[src/pkg/gap_limiter_pkg.sv]
// constants, types and register map of the transmit gap limiter
// assumes a 100 MHz aclk and one byte per link byte time
package gap_limiter_pkg;

  // ****************************************
  // register map
  // ****************************************
  localparam logic [7:0] OFF_CTRL     = 8'h00;
  localparam logic [7:0] OFF_OVERHEAD = 8'h04;
  localparam logic [7:0] OFF_STRETCH  = 8'h08;
  localparam logic [7:0] OFF_FRSTART  = 8'h0C;
  localparam logic [7:0] OFF_HEADER   = 8'h10;
  localparam logic [7:0] OFF_AGED     = 8'h14;
  localparam logic [7:0] OFF_LASTGAP  = 8'h18;

  // ctrl field positions
  localparam int CTRL_HDX     = 0;
  localparam int CTRL_AGE     = 1;
  localparam int CTRL_OH      = 2;
  localparam int CTRL_PR      = 3;
  localparam int CTRL_FR      = 4;
  localparam int CTRL_SUM     = 5;
  localparam int CTRL_PRE     = 6;
  localparam int CTRL_HDR     = 7;
  localparam int CTRL_SCALE_L = 8;

  // reset values
  localparam logic [7:0]  RST_OVERHEAD = 8'h0C;
  localparam logic [18:0] RST_STRETCH  = 19'h00480;
  localparam logic [15:0] RST_FRSTART  = 16'h0000;
  localparam logic [7:0]  RST_HEADER   = 8'h00;

  localparam logic [1:0] RESP_OKAY   = 2'h0;
  localparam logic [1:0] RESP_SLVERR = 2'h2;

  // ****************************************
  // gap arithmetic
  // ****************************************
  localparam int GW = 28;
  localparam logic [GW-1:0] GAP_STD = 28'h000000C;
  localparam logic [15:0] PREAMBLE_BYTES = 16'h0008;
  localparam int FRAC_BITS = 8;
  localparam int NUM_W = 42;
  localparam int DEN_W = 19;

  // ****************************************
  // timing
  // ****************************************
  localparam int CLK_PERIOD_NS = 10;
  localparam int AGE_TIME_NS   = 100000;
  localparam int AGE_CYCLES    = AGE_TIME_NS / CLK_PERIOD_NS;

  typedef enum logic [1:0] {
    ST_IDLE = 2'h0,
    ST_SEND = 2'h1,
    ST_DROP = 2'h2,
    ST_GAP  = 2'h3
  } tx_state_t;

endpackage

[src/logic/serial_divider.sv]
// restoring divider, one quotient bit per clock
// assumes a non-zero divisor; start is ignored while busy
`timescale 1ns/10ps
module serial_divider #(
  parameter int NW = 42,
  parameter int DW = 19
) (
  input  wire logic          aclk,
  input  wire logic          aresetn,
  input  wire logic          start,
  input  wire logic [NW-1:0] num,
  input  wire logic [DW-1:0] den,
  output logic               done,
  output logic [NW-1:0]      quo
);
  typedef struct packed {
    logic [NW-1:0] q;
    logic [DW:0]   r;
    logic [DW-1:0] d;
    logic [5:0]    n;
    logic          busy;
    logic          done;
  } div_t;

  div_t s, next_s;
  logic [DW:0] trial;

  always_comb begin
    next_s = s;
    next_s.done = 1'b0;
    trial = '0;
    if (!s.busy) begin
      if (start) begin
        next_s.q = num;
        next_s.r = '0;
        next_s.d = den;
        next_s.n = 6'(NW);
        next_s.busy = 1'b1;
      end
    end else begin
      trial = {s.r[DW-1:0], s.q[NW-1]};
      next_s.q = {s.q[NW-2:0], 1'b0};
      if (trial >= {1'b0, s.d}) begin
        next_s.r = trial - {1'b0, s.d};
        next_s.q[0] = 1'b1;
      end else begin
        next_s.r = trial;
      end
      next_s.n = s.n - 6'h01;
      if (s.n == 6'h01) begin
        next_s.busy = 1'b0;
        next_s.done = 1'b1;
      end
    end
  end

  always_ff @(posedge aclk) begin
    if (!aresetn) begin
      s <= '0;
    end else begin
      s <= next_s;
    end
  end

  assign done = s.done;
  assign quo  = s.q;
endmodule

[src/logic/stuck_timer.sv]
// counts cycles a frame waits at the head; flags once the limit is reached
// assumes clr and inc come from logic on aclk
`timescale 1ns/10ps
module stuck_timer #(
  parameter int LIMIT = 10000
) (
  input  wire logic aclk,
  input  wire logic aresetn,
  input  wire logic clr,
  input  wire logic inc,
  output logic      expired
);
  typedef struct packed {
    logic [31:0] cnt;
  } tmr_t;

  tmr_t s, next_s;

  always_comb begin
    next_s = s;
    if (clr) begin
      next_s.cnt = '0;
    end else if (inc && s.cnt < 32'(LIMIT)) begin
      next_s.cnt = s.cnt + 32'h00000001;
    end
  end

  always_ff @(posedge aclk) begin
    if (!aresetn) begin
      s <= '0;
    end else begin
      s <= next_s;
    end
  end

  assign expired = (s.cnt >= 32'(LIMIT));
endmodule

[src/logic/tx_gap_rate_limiter_aging.sv]
// transmit side of one switch port: backpressure, frame aging, gap rate limiting
// assumes a byte stream from the queue system and a byte-wide port mac
// Operation
// - collide enable turns flow control into backpressure
// - pass flow control state to port collide or pause request
// - per-port enable for aging stuck frames
// - discard stuck frames and era-old frames
// - each aged frame increments readable saturating tally
// - three rate modes enabled independently
// - added gap is largest enabled extension
// - overhead plus payload summed when sum enabled and frame spacing mode off
// - preamble selection counts preamble as payload
// - header count subtracted, one shared value
// - payload adjustments skip overhead mode
// - overhead and payload extensions scaled by two to exponent
// - overhead mode raises minimum gap to value
// - payload increase is 2^S*256/R*L
// - gap is twelve bytes plus increase
// - fractional remainder carried to next gap
// - spacing counter loaded then decremented per payload byte
// - spacing remainder above twelve extends gap
`timescale 1ns/10ps
module tx_gap_rate_limiter_aging #(
  parameter int AGE_LIMIT = gap_limiter_pkg::AGE_CYCLES
) (
  input  wire logic        aclk,
  input  wire logic        aresetn,
  input  wire logic [7:0]  awaddr,
  input  wire logic        awvalid,
  output logic             awready,
  input  wire logic [31:0] wdata,
  input  wire logic [3:0]  wstrb,
  input  wire logic        wvalid,
  output logic             wready,
  output logic [1:0]       bresp,
  output logic             bvalid,
  input  wire logic        bready,
  input  wire logic [7:0]  araddr,
  input  wire logic        arvalid,
  output logic             arready,
  output logic [31:0]      rdata,
  output logic [1:0]       rresp,
  output logic             rvalid,
  input  wire logic        rready,
  input  wire logic        fc_request,
  input  wire logic        pause_hold,
  input  wire logic        in_valid,
  output logic             in_ready,
  input  wire logic [7:0]  in_data,
  input  wire logic        in_sof,
  input  wire logic        in_eof,
  input  wire logic        in_era_old,
  output logic             out_valid,
  input  wire logic        out_ready,
  output logic [7:0]       out_data,
  output logic             out_sof,
  output logic             out_eof,
  output logic             hdx_collide,
  output logic             fdx_pause_req
);
  localparam int GW = gap_limiter_pkg::GW;

  typedef struct packed {
    gap_limiter_pkg::tx_state_t st;
    logic          half_duplex_collide_enable;
    logic          age_en;
    logic          overhead_mode_enable;
    logic          payload_rate_mode_enable;
    logic          frame_spacing_mode_enable;
    logic          gap_sum_enable;
    logic          preamble_in_payload_sel;
    logic          hdr_sel;
    logic [3:0]    gap_scale_exponent;
    logic [7:0]    overhead_gap_bytes;
    logic [18:0]   stretch_ratio_value;
    logic [15:0]   fr_start;
    logic [7:0]    header_byte_count;
    logic [31:0]   aged_frame_tally;
    logic [GW-1:0] last_gap;
    logic [15:0]   byte_idx;
    logic [15:0]   plen;
    logic [15:0]   fr_cnt;
    logic [7:0]    frac;
    logic [GW-1:0] gap;
    logic          pend;
    logic          div_go;
    logic          div_start;
    logic          in_ready;
    logic          out_valid;
    logic [7:0]    out_data;
    logic          out_sof;
    logic          out_eof;
    logic          collide;
    logic          pause_req;
    logic          aw_got;
    logic [7:0]    aw_addr;
    logic          w_got;
    logic [31:0]   w_data;
    logic [3:0]    w_strb;
    logic          awready;
    logic          wready;
    logic          bvalid;
    logic [1:0]    bresp;
    logic          arready;
    logic          rvalid;
    logic [31:0]   rdata;
    logic [1:0]    rresp;
  } state_t;

  state_t s, next_s;

  logic                div_done;
  logic [41:0]         div_quo;
  logic                age_expired;
  logic                head_wait;

  // ****************************************
  // helpers
  // ****************************************
  function automatic logic [31:0] merge(input logic [31:0] old,
                                        input logic [31:0] nw,
                                        input logic [3:0]  be);
    logic [31:0] r;
    r = old;
    for (int i = 0; i < 4; i++) begin
      if (be[i]) begin
        r[i*8 +: 8] = nw[i*8 +: 8];
      end
    end
    return r;
  endfunction

  function automatic logic [GW-1:0] gmax(input logic [GW-1:0] a,
                                         input logic [GW-1:0] b);
    return (a > b) ? a : b;
  endfunction

  // ****************************************
  // sub-blocks
  // ****************************************
  // a frame that cannot leave because transmission is paused
  assign head_wait = (s.st == gap_limiter_pkg::ST_IDLE) && in_valid && in_sof && pause_hold;

  stuck_timer #(
    .LIMIT (AGE_LIMIT)
  ) u_stuck (
    .aclk    (aclk),
    .aresetn (aresetn),
    .clr     (!head_wait),
    .inc     (head_wait),
    .expired (age_expired)
  );

  serial_divider #(
    .NW (gap_limiter_pkg::NUM_W),
    .DW (gap_limiter_pkg::DEN_W)
  ) u_div (
    .aclk    (aclk),
    .aresetn (aresetn),
    .start   (s.div_start),
    .num     ({26'h0000000, s.plen} << (5'(s.gap_scale_exponent) + 5'h10)),
    .den     (s.stretch_ratio_value),
    .done    (div_done),
    .quo     (div_quo)
  );

  // ****************************************
  // next state
  // ****************************************
  logic          take;
  logic          pay_byte;
  logic [GW-1:0] oh_ext;
  logic [GW-1:0] pr_ext;
  logic [GW-1:0] fr_ext;
  logic [GW-1:0] ext;
  logic [42:0]   pr_tot;
  logic [31:0]   wv;

  always_comb begin
    next_s = s;
    take = in_valid && s.in_ready;
    pay_byte = 1'b0;
    oh_ext = '0;
    pr_ext = '0;
    fr_ext = '0;
    ext = '0;
    pr_tot = '0;
    wv = '0;
    next_s.div_start = 1'b0;

    // flow control towards the port module
    next_s.collide   = fc_request && s.half_duplex_collide_enable;
    next_s.pause_req = fc_request && !s.half_duplex_collide_enable;

    if (s.out_valid && out_ready) begin
      next_s.out_valid = 1'b0;
    end

    unique case (s.st)
      gap_limiter_pkg::ST_IDLE: begin
        if (in_valid && in_sof) begin
          if (s.age_en && (in_era_old || age_expired)) begin
            next_s.st = gap_limiter_pkg::ST_DROP;
            if (s.aged_frame_tally != 32'hFFFFFFFF) begin
              next_s.aged_frame_tally = s.aged_frame_tally + 32'h00000001;
            end
          end else if (!pause_hold) begin
            next_s.st = gap_limiter_pkg::ST_SEND;
            next_s.byte_idx = '0;
            next_s.plen = s.preamble_in_payload_sel ? gap_limiter_pkg::PREAMBLE_BYTES : '0;
            if (s.preamble_in_payload_sel) begin
              next_s.fr_cnt = (s.fr_start > gap_limiter_pkg::PREAMBLE_BYTES) ?
                              s.fr_start - gap_limiter_pkg::PREAMBLE_BYTES : '0;
            end else begin
              next_s.fr_cnt = s.fr_start;
            end
          end
        end
      end
      gap_limiter_pkg::ST_SEND: begin
        if (take) begin
          next_s.out_valid = 1'b1;
          next_s.out_data  = in_data;
          next_s.out_sof   = in_sof;
          next_s.out_eof   = in_eof;
          // header bytes are not payload
          pay_byte = !s.hdr_sel || (s.byte_idx >= {8'h00, s.header_byte_count});
          if (s.byte_idx != 16'hFFFF) begin
            next_s.byte_idx = s.byte_idx + 16'h0001;
          end
          if (pay_byte && s.plen != 16'hFFFF) begin
            next_s.plen = s.plen + 16'h0001;
          end
          if (pay_byte && s.fr_cnt != 16'h0000) begin
            next_s.fr_cnt = s.fr_cnt - 16'h0001;
          end
          if (in_eof) begin
            next_s.st = gap_limiter_pkg::ST_GAP;
            next_s.gap = gap_limiter_pkg::GAP_STD;
            next_s.pend = 1'b1;
            next_s.div_go = s.payload_rate_mode_enable;
          end
        end
      end
      gap_limiter_pkg::ST_DROP: begin
        if (take && in_eof) begin
          next_s.st = gap_limiter_pkg::ST_IDLE;
        end
      end
      gap_limiter_pkg::ST_GAP: begin
        if (s.div_go) begin
          next_s.div_start = 1'b1;
          next_s.div_go = 1'b0;
        end
        // gap time starts once the last byte has left
        if (!s.out_valid && s.gap != '0) begin
          next_s.gap = s.gap - 28'h0000001;
        end
        if (s.pend && !s.div_go && !s.div_start && (div_done || !s.payload_rate_mode_enable)) begin
          next_s.pend = 1'b0;
          if (s.overhead_mode_enable && s.overhead_gap_bytes > 8'h0C) begin
            oh_ext = GW'(s.overhead_gap_bytes - 8'h0C) << s.gap_scale_exponent;
          end
          if (s.payload_rate_mode_enable) begin
            pr_tot = {1'b0, div_quo} + {35'h000000000, s.frac};
            pr_ext = GW'(pr_tot >> gap_limiter_pkg::FRAC_BITS);
            next_s.frac = pr_tot[7:0];
          end
          if (s.frame_spacing_mode_enable && s.fr_cnt > 16'h000C) begin
            fr_ext = {12'h000, s.fr_cnt};
          end
          if (s.gap_sum_enable && s.overhead_mode_enable && s.payload_rate_mode_enable &&
              !s.frame_spacing_mode_enable) begin
            ext = oh_ext + pr_ext;
          end else begin
            ext = gmax(gmax(oh_ext, pr_ext), fr_ext);
          end
          next_s.gap = next_s.gap + ext;
          next_s.last_gap = gap_limiter_pkg::GAP_STD + ext;
        end
        if (!s.pend && !s.out_valid && s.gap == '0) begin
          next_s.st = gap_limiter_pkg::ST_IDLE;
        end
      end
    endcase

    // one byte in flight: accept only into an empty output stage
    next_s.in_ready = ((next_s.st == gap_limiter_pkg::ST_SEND) && !next_s.out_valid) ||
                      ((next_s.st == gap_limiter_pkg::ST_DROP) && !(take && in_eof));

    // ****************************************
    // register write
    // ****************************************
    if (awvalid && s.awready) begin
      next_s.aw_got = 1'b1;
      next_s.aw_addr = awaddr;
      next_s.awready = 1'b0;
    end
    if (wvalid && s.wready) begin
      next_s.w_got = 1'b1;
      next_s.w_data = wdata;
      next_s.w_strb = wstrb;
      next_s.wready = 1'b0;
    end
    if (s.aw_got && s.w_got && !s.bvalid) begin
      next_s.aw_got = 1'b0;
      next_s.w_got = 1'b0;
      next_s.bvalid = 1'b1;
      next_s.bresp = gap_limiter_pkg::RESP_OKAY;
      unique case (s.aw_addr)
        gap_limiter_pkg::OFF_CTRL: begin
          wv = merge({20'h00000, s.gap_scale_exponent, s.hdr_sel,
                      s.preamble_in_payload_sel, s.gap_sum_enable,
                      s.frame_spacing_mode_enable, s.payload_rate_mode_enable,
                      s.overhead_mode_enable, s.age_en,
                      s.half_duplex_collide_enable}, s.w_data, s.w_strb);
          next_s.half_duplex_collide_enable = wv[gap_limiter_pkg::CTRL_HDX];
          next_s.age_en = wv[gap_limiter_pkg::CTRL_AGE];
          next_s.overhead_mode_enable = wv[gap_limiter_pkg::CTRL_OH];
          next_s.payload_rate_mode_enable = wv[gap_limiter_pkg::CTRL_PR];
          next_s.frame_spacing_mode_enable = wv[gap_limiter_pkg::CTRL_FR];
          next_s.gap_sum_enable = wv[gap_limiter_pkg::CTRL_SUM];
          next_s.preamble_in_payload_sel = wv[gap_limiter_pkg::CTRL_PRE];
          next_s.hdr_sel = wv[gap_limiter_pkg::CTRL_HDR];
          next_s.gap_scale_exponent = wv[gap_limiter_pkg::CTRL_SCALE_L +: 4];
        end
        gap_limiter_pkg::OFF_OVERHEAD: begin
          wv = merge({24'h000000, s.overhead_gap_bytes}, s.w_data, s.w_strb);
          next_s.overhead_gap_bytes = wv[7:0];
        end
        gap_limiter_pkg::OFF_STRETCH: begin
          wv = merge({13'h0000, s.stretch_ratio_value}, s.w_data, s.w_strb);
          next_s.stretch_ratio_value = wv[18:0];
        end
        gap_limiter_pkg::OFF_FRSTART: begin
          wv = merge({16'h0000, s.fr_start}, s.w_data, s.w_strb);
          next_s.fr_start = wv[15:0];
        end
        gap_limiter_pkg::OFF_HEADER: begin
          wv = merge({24'h000000, s.header_byte_count}, s.w_data, s.w_strb);
          next_s.header_byte_count = wv[7:0];
        end
        gap_limiter_pkg::OFF_AGED, gap_limiter_pkg::OFF_LASTGAP: begin
          next_s.bresp = gap_limiter_pkg::RESP_OKAY;
        end
        default: begin
          next_s.bresp = gap_limiter_pkg::RESP_SLVERR;
        end
      endcase
    end
    if (s.bvalid && bready) begin
      next_s.bvalid = 1'b0;
      next_s.awready = 1'b1;
      next_s.wready = 1'b1;
    end

    // ****************************************
    // register read
    // ****************************************
    if (arvalid && s.arready) begin
      next_s.arready = 1'b0;
      next_s.rvalid = 1'b1;
      next_s.rresp = gap_limiter_pkg::RESP_OKAY;
      unique case (araddr)
        gap_limiter_pkg::OFF_CTRL: begin
          next_s.rdata = {20'h00000, s.gap_scale_exponent, s.hdr_sel,
                          s.preamble_in_payload_sel, s.gap_sum_enable,
                          s.frame_spacing_mode_enable, s.payload_rate_mode_enable,
                          s.overhead_mode_enable, s.age_en,
                          s.half_duplex_collide_enable};
        end
        gap_limiter_pkg::OFF_OVERHEAD: next_s.rdata = {24'h000000, s.overhead_gap_bytes};
        gap_limiter_pkg::OFF_STRETCH:  next_s.rdata = {13'h0000, s.stretch_ratio_value};
        gap_limiter_pkg::OFF_FRSTART:  next_s.rdata = {16'h0000, s.fr_start};
        gap_limiter_pkg::OFF_HEADER:   next_s.rdata = {24'h000000, s.header_byte_count};
        gap_limiter_pkg::OFF_AGED:     next_s.rdata = s.aged_frame_tally;
        gap_limiter_pkg::OFF_LASTGAP:  next_s.rdata = {4'h0, s.last_gap};
        default: begin
          next_s.rdata = '0;
          next_s.rresp = gap_limiter_pkg::RESP_SLVERR;
        end
      endcase
    end
    if (s.rvalid && rready) begin
      next_s.rvalid = 1'b0;
      next_s.arready = 1'b1;
    end
  end

  // ****************************************
  // state register
  // ****************************************
  always_ff @(posedge aclk) begin
    if (!aresetn) begin
      s <= '0;
      s.st <= gap_limiter_pkg::ST_IDLE;
      s.overhead_gap_bytes <= gap_limiter_pkg::RST_OVERHEAD;
      s.stretch_ratio_value <= gap_limiter_pkg::RST_STRETCH;
      s.fr_start <= gap_limiter_pkg::RST_FRSTART;
      s.header_byte_count <= gap_limiter_pkg::RST_HEADER;
      s.awready <= 1'b1;
      s.wready <= 1'b1;
      s.arready <= 1'b1;
    end else begin
      s <= next_s;
    end
  end

  assign awready       = s.awready;
  assign wready        = s.wready;
  assign bvalid        = s.bvalid;
  assign bresp         = s.bresp;
  assign arready       = s.arready;
  assign rvalid        = s.rvalid;
  assign rdata         = s.rdata;
  assign rresp         = s.rresp;
  assign in_ready      = s.in_ready;
  assign out_valid     = s.out_valid;
  assign out_data      = s.out_data;
  assign out_sof       = s.out_sof;
  assign out_eof       = s.out_eof;
  assign hdx_collide   = s.collide;
  assign fdx_pause_req = s.pause_req;
endmodule

[config.mk]
export PLATFORM = sky130hd
export DESIGN_NAME = tx_gap_rate_limiter_aging
export DESIGN_NICKNAME = d
export VERILOG_FILES = /design/src/pkg/gap_limiter_pkg.sv /design/src/logic/serial_divider.sv /design/src/logic/stuck_timer.sv /design/src/logic/tx_gap_rate_limiter_aging.sv
export SDC_FILE = /design/constraint.sdc
export NUM_CORES = 1
export LEC_CHECK = 0
export ABC_AREA = 1
export BUFFER_PORTS_ARGS = -buffer_cell sky130_fd_sc_hd__buf_2
export CAP_MARGIN = 20
export CORE_ASPECT_RATIO = 0.8
export CORE_MARGIN = 2
export CORE_UTILIZATION = 57
export CTS_CLUSTER_SIZE = 28
export DETAILED_ROUTE_END_ITERATION = 8
export PLACE_DENSITY = 0.81
export SLEW_MARGIN = 40
export SYNTH_ARGS = -nofsm -noshare
export SYNTH_HDL_FRONTEND = slang
export SYNTH_HIERARCHICAL = 1
export SYNTH_SLANG_ARGS = --single-unit
[constraint.sdc]
create_clock -name aclk -period 8.25 [get_ports aclk]
set_clock_uncertainty 0.15 [all_clocks]
set_input_delay 1.65 -clock aclk [delete_from_list [all_inputs] [get_ports aclk]]
set_output_delay 1.65 -clock aclk [all_outputs]
set_load 0.03 [all_outputs]
======== Yosys cells after proc, flatten, opt, wreduce, memory -nomap -nowiden ========
Cells that the tools add are included.
storage, ports and cells
  register bits after elaboration ......... 419
  bits of input ports ..................... 74
  logic and storage cells ................. 248
operators by class
  add/subtract/negate cells ............... 15
  order comparisons ....................... 9
  equal/unequal tests ..................... 30
  shift operators ......................... 2
  muxes and demuxes ....................... 52
  bitwise gates (word level) .............. 2
  reductions and logical operators ........ 84
operator list
  kind                                                           number
  2-to-1 mux 28 bit                                              15
  one-hot mux 32 bit (7 select lines)                            1
  2-to-1 mux 48 bit                                              4
  2-to-1 mux 16 bit                                              6
  one-hot mux 48 bit (2 select lines)                            1
  2-to-1 mux 88 bit                                              1
  adder 32 x 1 -> 32 bit (second input constant)                 2
  2-to-1 mux 62 bit                                              1
  2-to-1 mux 30 bit                                              2
  one-hot mux 30 bit (2 select lines)                            1
  adder 28 bit                                                   2
  > comparator 28 bit                                            2
  equality test 8 x 5 -> 1 bit (second input constant)           6
  << shifter 16 x 5 -> 42 bit                                    1
  adder 36 x 8 -> 36 bit                                         1
  logical AND 1 bit                                              33
  AND reduction 3 bit                                            11
  adder 16 x 1 -> 16 bit (second input constant)                 2
  equality test 8 x 4 -> 1 bit (second input constant)           4
  >= comparator 32 x 14 -> 1 bit (second input constant)         1
  > comparator 16 x 4 -> 1 bit (second input constant)           2
  less-than comparator 32 x 14 -> 1 bit (second input constant)  1
  inequality test 16 bit (second input constant)                 2
  inequality test 32 bit (second input constant)                 1
  other kinds (40)                                               91

======== Longest topological paths before layout ========
Gate-level depths: netlist of run 1.
  depth after elaboration ................. 16
  gate-level depth with buffers ........... 77
  mapped depth without buffers ............ 74

======== Hierarchy ========
Netlist of run 1, hierarchy kept.
modules (own cells, without submodules)
  module                     instances  cells an instance  area each (µm²)  seq. area each (µm²)
  tx_gap_rate_limiter_aging  1          3550               22437.8          5945.7
  serial_divider             1          829                5444.0           1761.7
  stuck_timer                1          206                1435.1           640.6

======== Worst setup path after synthesis of run 1 ========
No wires, ideal clock.
  kind .................................... reg2reg
  start point ............................. register u_div.s, in the netlist u_div/quo[0]
  end point ............................... register s[128] (netlist name)
  data arrival time ....................... 8.840 ns
  data required time ...................... 7.972 ns
  slack ................................... -0.868 ns
  stages on the path, launching flop included .. 74
  buffers on the path ..................... 4
  clock period less this slack ............ 9.118 ns
  cells stage by stage .................... dfxtp_1 buf_4 ha_1 inv_1 fa_1 inv_1 nand4_1 nand2_1 a31oi_1 nor3_1 nor3b_1 xnor2_1 nor2_1 inv_1 ha_1 inv_1 nor3_1 nand2_1 [38 not listed] nand2_1 nand2_1 nand2_1 a21oi_1 nor2_1 nor2_1 o21ai_0 nand2_1 nand2_1 a21oi_1 o21ai_0 a21oi_1 o21ai_0 nand3_1 nand2_1 a21oi_1 a21oi_1 nor2_1
RTL lines
  item                      RTL line              source
  start: declaration        serial_divider.sv:25  div_t s, next_s;
  start signal: assignment  serial_divider.sv:61  s <= next_s;

==> run summary, run 1 <==
CTS tree - yes
unrepaired setup endpoints after global routing - yes
Reg2Reg Setup Slack - -0.75 ns
crit path max fanout - 13
gpl congestion - 0.992
Setup crit start - u_div/quo[0]
clock buffer depth - 3
number of remaining DRC errors - 0
Worst VDD drop - 0.149 mV
syn_area_per_cell - 6.39 µm²
clock sinks - 417
post-layout util - 69.7%
largest net degree at the start of global routing - 90
Synth Instances - 4579
# IOs - 129
DRT Pass-1 Iters - 6
global-route wire length before repair - 147000 µm
DRT Wirelength - 94400 µm
Num CTS Buffers - 43
Routed Antenna Nets - 0
Die H - 207 µm
# setup viols final - 20
Pwr Density - 125 nW/µm²
cell area after synthesis - 29300 µm²
num rows - 74
fin. max-slew vios - 0
minimum clock period - 9.00 ns
crit path to - s[107]
Net count, final - 5196
final instance area - 35500 µm²
WP data required - 8.58 ns
Tot Pwr - 4.44 mW
run status - complete, but fails checks
CP Buf/Inv Count - 25
Via density - 5.63
hold_buf cts - 0
number of global-route vias before repair - 28600
synth-to-layout area growth - 21.2%
H-tree depth - 2
reg2reg end - s[107]
antenna diode count - 0
synth warn - 6
Critical Path Stages - 64
Die Wd - 257 µm
worst hold path class - reg -> reg
routed len/inst - 16.6 µm
commonest non-fill, non-tap cell in the layout - nand2_1
dpl cell area - 32500 µm²
initial antenna violation count - 2
PortBufs - 112
area of the core - 50900 µm²
Crit path largest cell delay - 0.36 ns
Slew @ Worst Pin - 0.834 ns
Root Driver - clkbuf_16
CP dominant cell by count - buf_4
Leak Pwr - 16.8 nW
Die ar. - 53200 µm²
DP HPWL - 67900 µm
CP Class - reg -> reg
R2R cell count - 64
Peak Freq - 111 MHz
violations in the final reports - setup timing
Slew HR - 44.3%
CP Launch Type - flop
slowest CP cell - dfxtp_2
DRT iter0 DRCs - 3719
clk_lat worst skew - 0.60 ns
Max-Cap Viols - 0
Tcrit/Tclk final - 109%
total gr overflow - 0
final worst setup slack - -0.750 ns
placed insts - 5530
# fillers - 4319
layout cells sized above 1 - 19.2%
via count - 32000
crit path DAT - 9.33 ns
Starting Density - 57.5%
most frequent cells in the layout - 937 x nand2_1, 650 x inv_1, 461 x nor2_1
clock-pin slew on the worst setup and hold paths - 0.06 ns
crit end category - flop
reg2reg start - u_div/quo[0]
Final Hold Viols - 0
Tot GR Track Use - 33.9%
critical path's top delay family - buffers and inverters
Non-Filler Instances - 5688
## flip-flops by register name (all words and copies together), names as in the netlist, 8 cells and up
signal     count
s            244
u_div/quo     42
u_stuck/s     32
u_div/s       45
out_data       8
rdata         32
## layer usage
metal	global-route usage [%]	wire length, µm	share of wire [%]
met2	52.1	40500	43
met4	13.6	3560	3.8
met5	0	26	0.028
met1	47.5	41500	44
met3	5.32	8920	9.4
## per-stage QoR
step / setup WS [ns] / hold slack (ns) / setup TNS, ns
floorplan: -0.0922 / 0.258 / -0.0922
global placement: -0.540 / 0.265 / -5.60
detailed placement: -0.748 / 0.267 / -9.32
CTS: -0.320 / 0.278 / -3.25
global route: -1.20 / 0.285 / -19.73
finish: -0.750 / 0.276 / -10.28
## final cells by class
class                      instances  area (µm²)  share of cell area (%)
multi-input combinational       3248       18100                    51.1
sequential                       417        8360                    23.6
timing repair buffer             557        3950                    11.1
inverter                         702        2660                    7.48
clock buffer                      57        1180                    3.32
tap                              684         856                    2.41
clock inverter                    21         318                   0.896
timing repair inverter             2        27.5                  0.0776
## tightest hold or removal path, stage by stage (launching register included)
cell and delay, ns:
dfxtp_1 0.31, inv_1 0.05, nor2_1 0.03
## where the power goes
group	switching [mW]	total (mW)	internal (mW)
sequential	0.0257	2.07	2.04
combinational	0.204	0.288	0.0834
clock	0.876	2.08	1.21
total	1.11	4.44	3.33
## worst min-delay path by stage
stage	start	to	slack, ns	depth (start not counted)
floorplan	u_stuck/s[17]	u_stuck/s[17]	0.26	2
global placement	u_stuck/s[17]	u_stuck/s[17]	0.27	2
detailed placement	u_stuck/s[23]	u_stuck/s[23]	0.27	2
CTS	u_stuck/s[23]	u_stuck/s[23]	0.28	2
global route	u_stuck/s[23]	u_stuck/s[23]	0.29	2
finish	u_stuck/s[23]	u_stuck/s[23]	0.28	2
## timing repair
item	in CTS	in global routing
cloned	2	0
gates resized for setup	100	115
endpoints found under the setup margin	18	23
pin swaps	58	76
setup buffers	68	12
(Power assumes the default switching activity.)
==> run 2, diff against run 1 <==
- SYNTH_HIERARCHICAL: 1 -> not set
==> run summary, run 2 <==
Hold Crit Depth - 2 (unchanged)
CP Launch Type - flop
via count - 29200 (-8.9%)
DRT Pass-1 Iters - 6 (unchanged)
initial antenna violation count - 0 (-2)
pre-CTS setup slack - 0.0150 ns (+0.763 ns)
worst hold path class - reg -> reg
DP HPWL - 64900 µm (-4.5%)
# setup viols final - 0 (-100%)
layout cells sized above 1 - 9.85% (-9.4 points)
clk_lat worst skew - 0.59 ns (about the same)
# IOs - 129 (unchanged)
Worst VDD drop - 0.160 mV (+7.6%)
switching share of power - 26.2% (+1.3 points)
synth warn - 0 (-6)
hold worst-path end - u_stuck.s[28]
Comb pwr share - 7.9% (+1.4 points)
R2R cell count - 53 (-17%)
number of remaining DRC errors - 0 (unchanged)
Yosys reg bits - 417
Root Driver - clkbuf_16
dpl cell area - 29200 µm² (-10%)
global-route wire length before repair - 135000 µm (-8.0%)
DRT iter0 DRCs - 3680 (-1.0%)
clock buffer depth - 3 (unchanged)
gpl congestion - 1.03 (+3.6%)
Synth Instances - 4295 (-6.2%)
Clk pwr share - 44.3% (-2.6 points)
Via density - 5.78 (+2.7%)
Final Hold Viols - 0 (unchanged)
Reg with most FFs - s
most frequent cell after synthesis - nand2_1
fin. max-slew vios - 0 (unchanged)
Die Wd - 251 µm (-2.5%)
Non-Filler Instances - 5045 (-11%)
final worst setup slack - 0.448 ns (+1.20 ns)
total gr overflow - 0 (unchanged)
Tcrit/Tclk final - 94.6% (-15 points)
cell area after synthesis - 27800 µm² (-5.0%)
Tot GR Track Use - 32.9% (-0.96 points)
Slew HR - 35.0% (-9.3 points)
Seq/Total Area, Yosys - 30.0%
Area contributors post-synth - dfxtp_1 30%, nand2_1 11%, inv_1 8.3%, a21oi_1 7.5%, o21ai_0 7.0%
FFs w/ async S/R, synth - 0%
minimum clock period - 7.80 ns (-1.20 ns)
Starting Density - 57.6% (+0.12 points)
Crit path largest cell delay - 0.35 ns (about the same)
num rows - 72 (-2.7%)
hold_buf cts - 0 (unchanged)
most frequent cells in the layout - 831 x nand2_1, 608 x inv_1, 417 x dfxtp_1
Commonest cells post-synth - 839 x nand2_1, 614 x inv_1, 417 x dfxtp_1
number of flip-flops in the largest register - 244 (unchanged)
Max-Cap Viols - 0 (unchanged)
Post-synth EDFFs - 0
Pwr Density - 142 nW/µm² (+13%)
predominant post-synthesis flop cell - dfxtp_1
final instance area - 30800 µm² (-13%)
H-tree depth - 2 (unchanged)
DRT Wirelength - 85900 µm (-9.0%)
crit path max fanout - 8 (-5)
clock sinks - 417 (unchanged)
placed insts - 4958 (-10%)
Slew @ Worst Pin - 0.972 ns (+0.138 ns)
area leader, netlist - dfxtp_1
slowest CP cell - dfxtp_1
routed len/inst - 17.0 µm (+2.5%)
distinct cell type count after synthesis - 66
Peak Freq - 128 MHz (+15%)
CTS tree - yes
crit path DAT - 8.09 ns (-1.24 ns)
commonest non-fill, non-tap cell in the layout - nand2_1
CP Buf/Inv Count - 7 (-72%)
area of the core - 48300 µm² (-5.2%)
Sequential Power Share - 47.8% (+1.2 points)
reg2reg end - s[123]
Routed Antenna Nets - 0 (unchanged)
clock-pin slew on the worst setup and hold paths - 0.06 ns (about the same)
number of global-route vias before repair - 25700 (-10%)
share of the synthesized area in the top cell type - 30.0%
Num CTS Buffers - 43 (unchanged)
critical path's top delay family - simple AND/OR/NAND/NOR gates
Tot Pwr - 4.36 mW (-1.7%)
Reg2Reg Setup Slack - 0.45 ns (+1.20 ns)
largest net degree at the start of global routing - 168 (+87%)
reg2reg start - u_div.quo[4]
CP Class - reg -> reg
PortBufs - 112 (unchanged)
Int Pwr - 3.22 mW (-3.4%)
Die H - 202 µm (-2.5%)
crit end category - flop
Sw Pwr - 1.14 mW (+3.5%)
hold path start - u_stuck.s[28]
syn_area_per_cell - 6.48 µm² (+1.3%)
Die ar. - 50600 µm² (-4.9%)
antenna diode count - 0 (unchanged)
Leak Pwr - 13.4 nW (-20%)
Net count, final - 4606 (-11%)
WP data required - 8.54 ns (-0.04 ns)
run status - completed
Hold Slack - 0.278 ns (+0.00207 ns)
synth-to-layout area growth - 10.8%
[run 2: area by class of cell]
class,instances,area (µm²)
repair buffers,233,1490
clock buffers,58,1170
multi-input cells,3059,16500
clock inverters,19,188
well taps,629,787
flip-flops and latches,417,8350
inverters,630,2370
fillers,4366,17500
[run 2: cells by family (layout without fill, tap and decap cells)]
group / count (synthesis) / in the layout / synth area share (%)
other: 1 / 2 / 0.0135
DFF: 417 / 417 / 30.0
adders and majority gates: 148 / 148 / 6.77
buffers and inverters: 820 / 940 / 11.8
xor gates and xnor gates: 89 / 89 / 2.80
AOI/OAI and AO/OA: 1071 / 1071 / 21.5
muxes: 7 / 7 / 0.252
and+or+nand+nor: 1742 / 1742 / 26.9
[run 2: power groups by stage]
stage / Combinational [mW] / Clock, mW / Sequential (mW)
2_1_floorplan: 0.231 / 0 / 2.12
3_3_place_gp: 0.323 / 0 / 2.13
3_5_place_dp: 0.332 / 0 / 2.13
4_1_cts: 0.333 / 1.94 / 2.08
5_1_grt: 0.379 / 2.02 / 2.09
6_report: 0.344 / 1.93 / 2.09
[run 2: worst max-delay path by stage]
stage	from	to	slack, ns	cells after the start
finish	u_div.quo[4]	s[123]	0.45	53
floorplan	u_div.quo[6]	s[117]	0.91	61
global route	u_div.quo[4]	s[128]	-0.09	58
detailed placement	u_div.quo[2]	s[129]	0.02	59
global placement	u_div.quo[3]	s[129]	0.19	57
CTS	u_div.quo[2]	s[130]	0.004	62
[run 2: worst register-to-register path, delay by kind of cell (launching register included)]
family | cells | cell delay (ns)
compound gates | 8 | 1.15
fa+ha+maj | 4 | 1.22
buf+inv | 7 | 0.83
flops | 1 | 0.35
simple gates | 34 | 3.98
[run 2: metrics by stage]
step	util [%]	TNS (ns)
2_1_floorplan	-	0
3_5_place_dp	60.4	0
5_1_grt	63.8	-0.626
3_3_place_gp	60.3	0
6_report	63.8	0
4_1_cts	63.2	0
[run 2: layer usage]
| layer | up-vias | wire length, µm | global-route usage, % |
|---|---|---|---|
| li1 | 14400 | - | - |
| met1 | 13200 | 38700 | 47.9 |
| met2 | 1389 | 35700 | 49.5 |
| met3 | 166 | 9290 | 6.55 |
| met4 | 0 | 2190 | 8.72 |
| met5 | - | 0 | 0 |
[run 2: repair_timing]
action / in CTS / in global routing
pin swaps: 0 / 16
endpoints found under the setup margin: 1 / 47
resized for setup: 1 / 58
buffers inserted: 0 / 10
hold endpoints to repair: 0 / 0
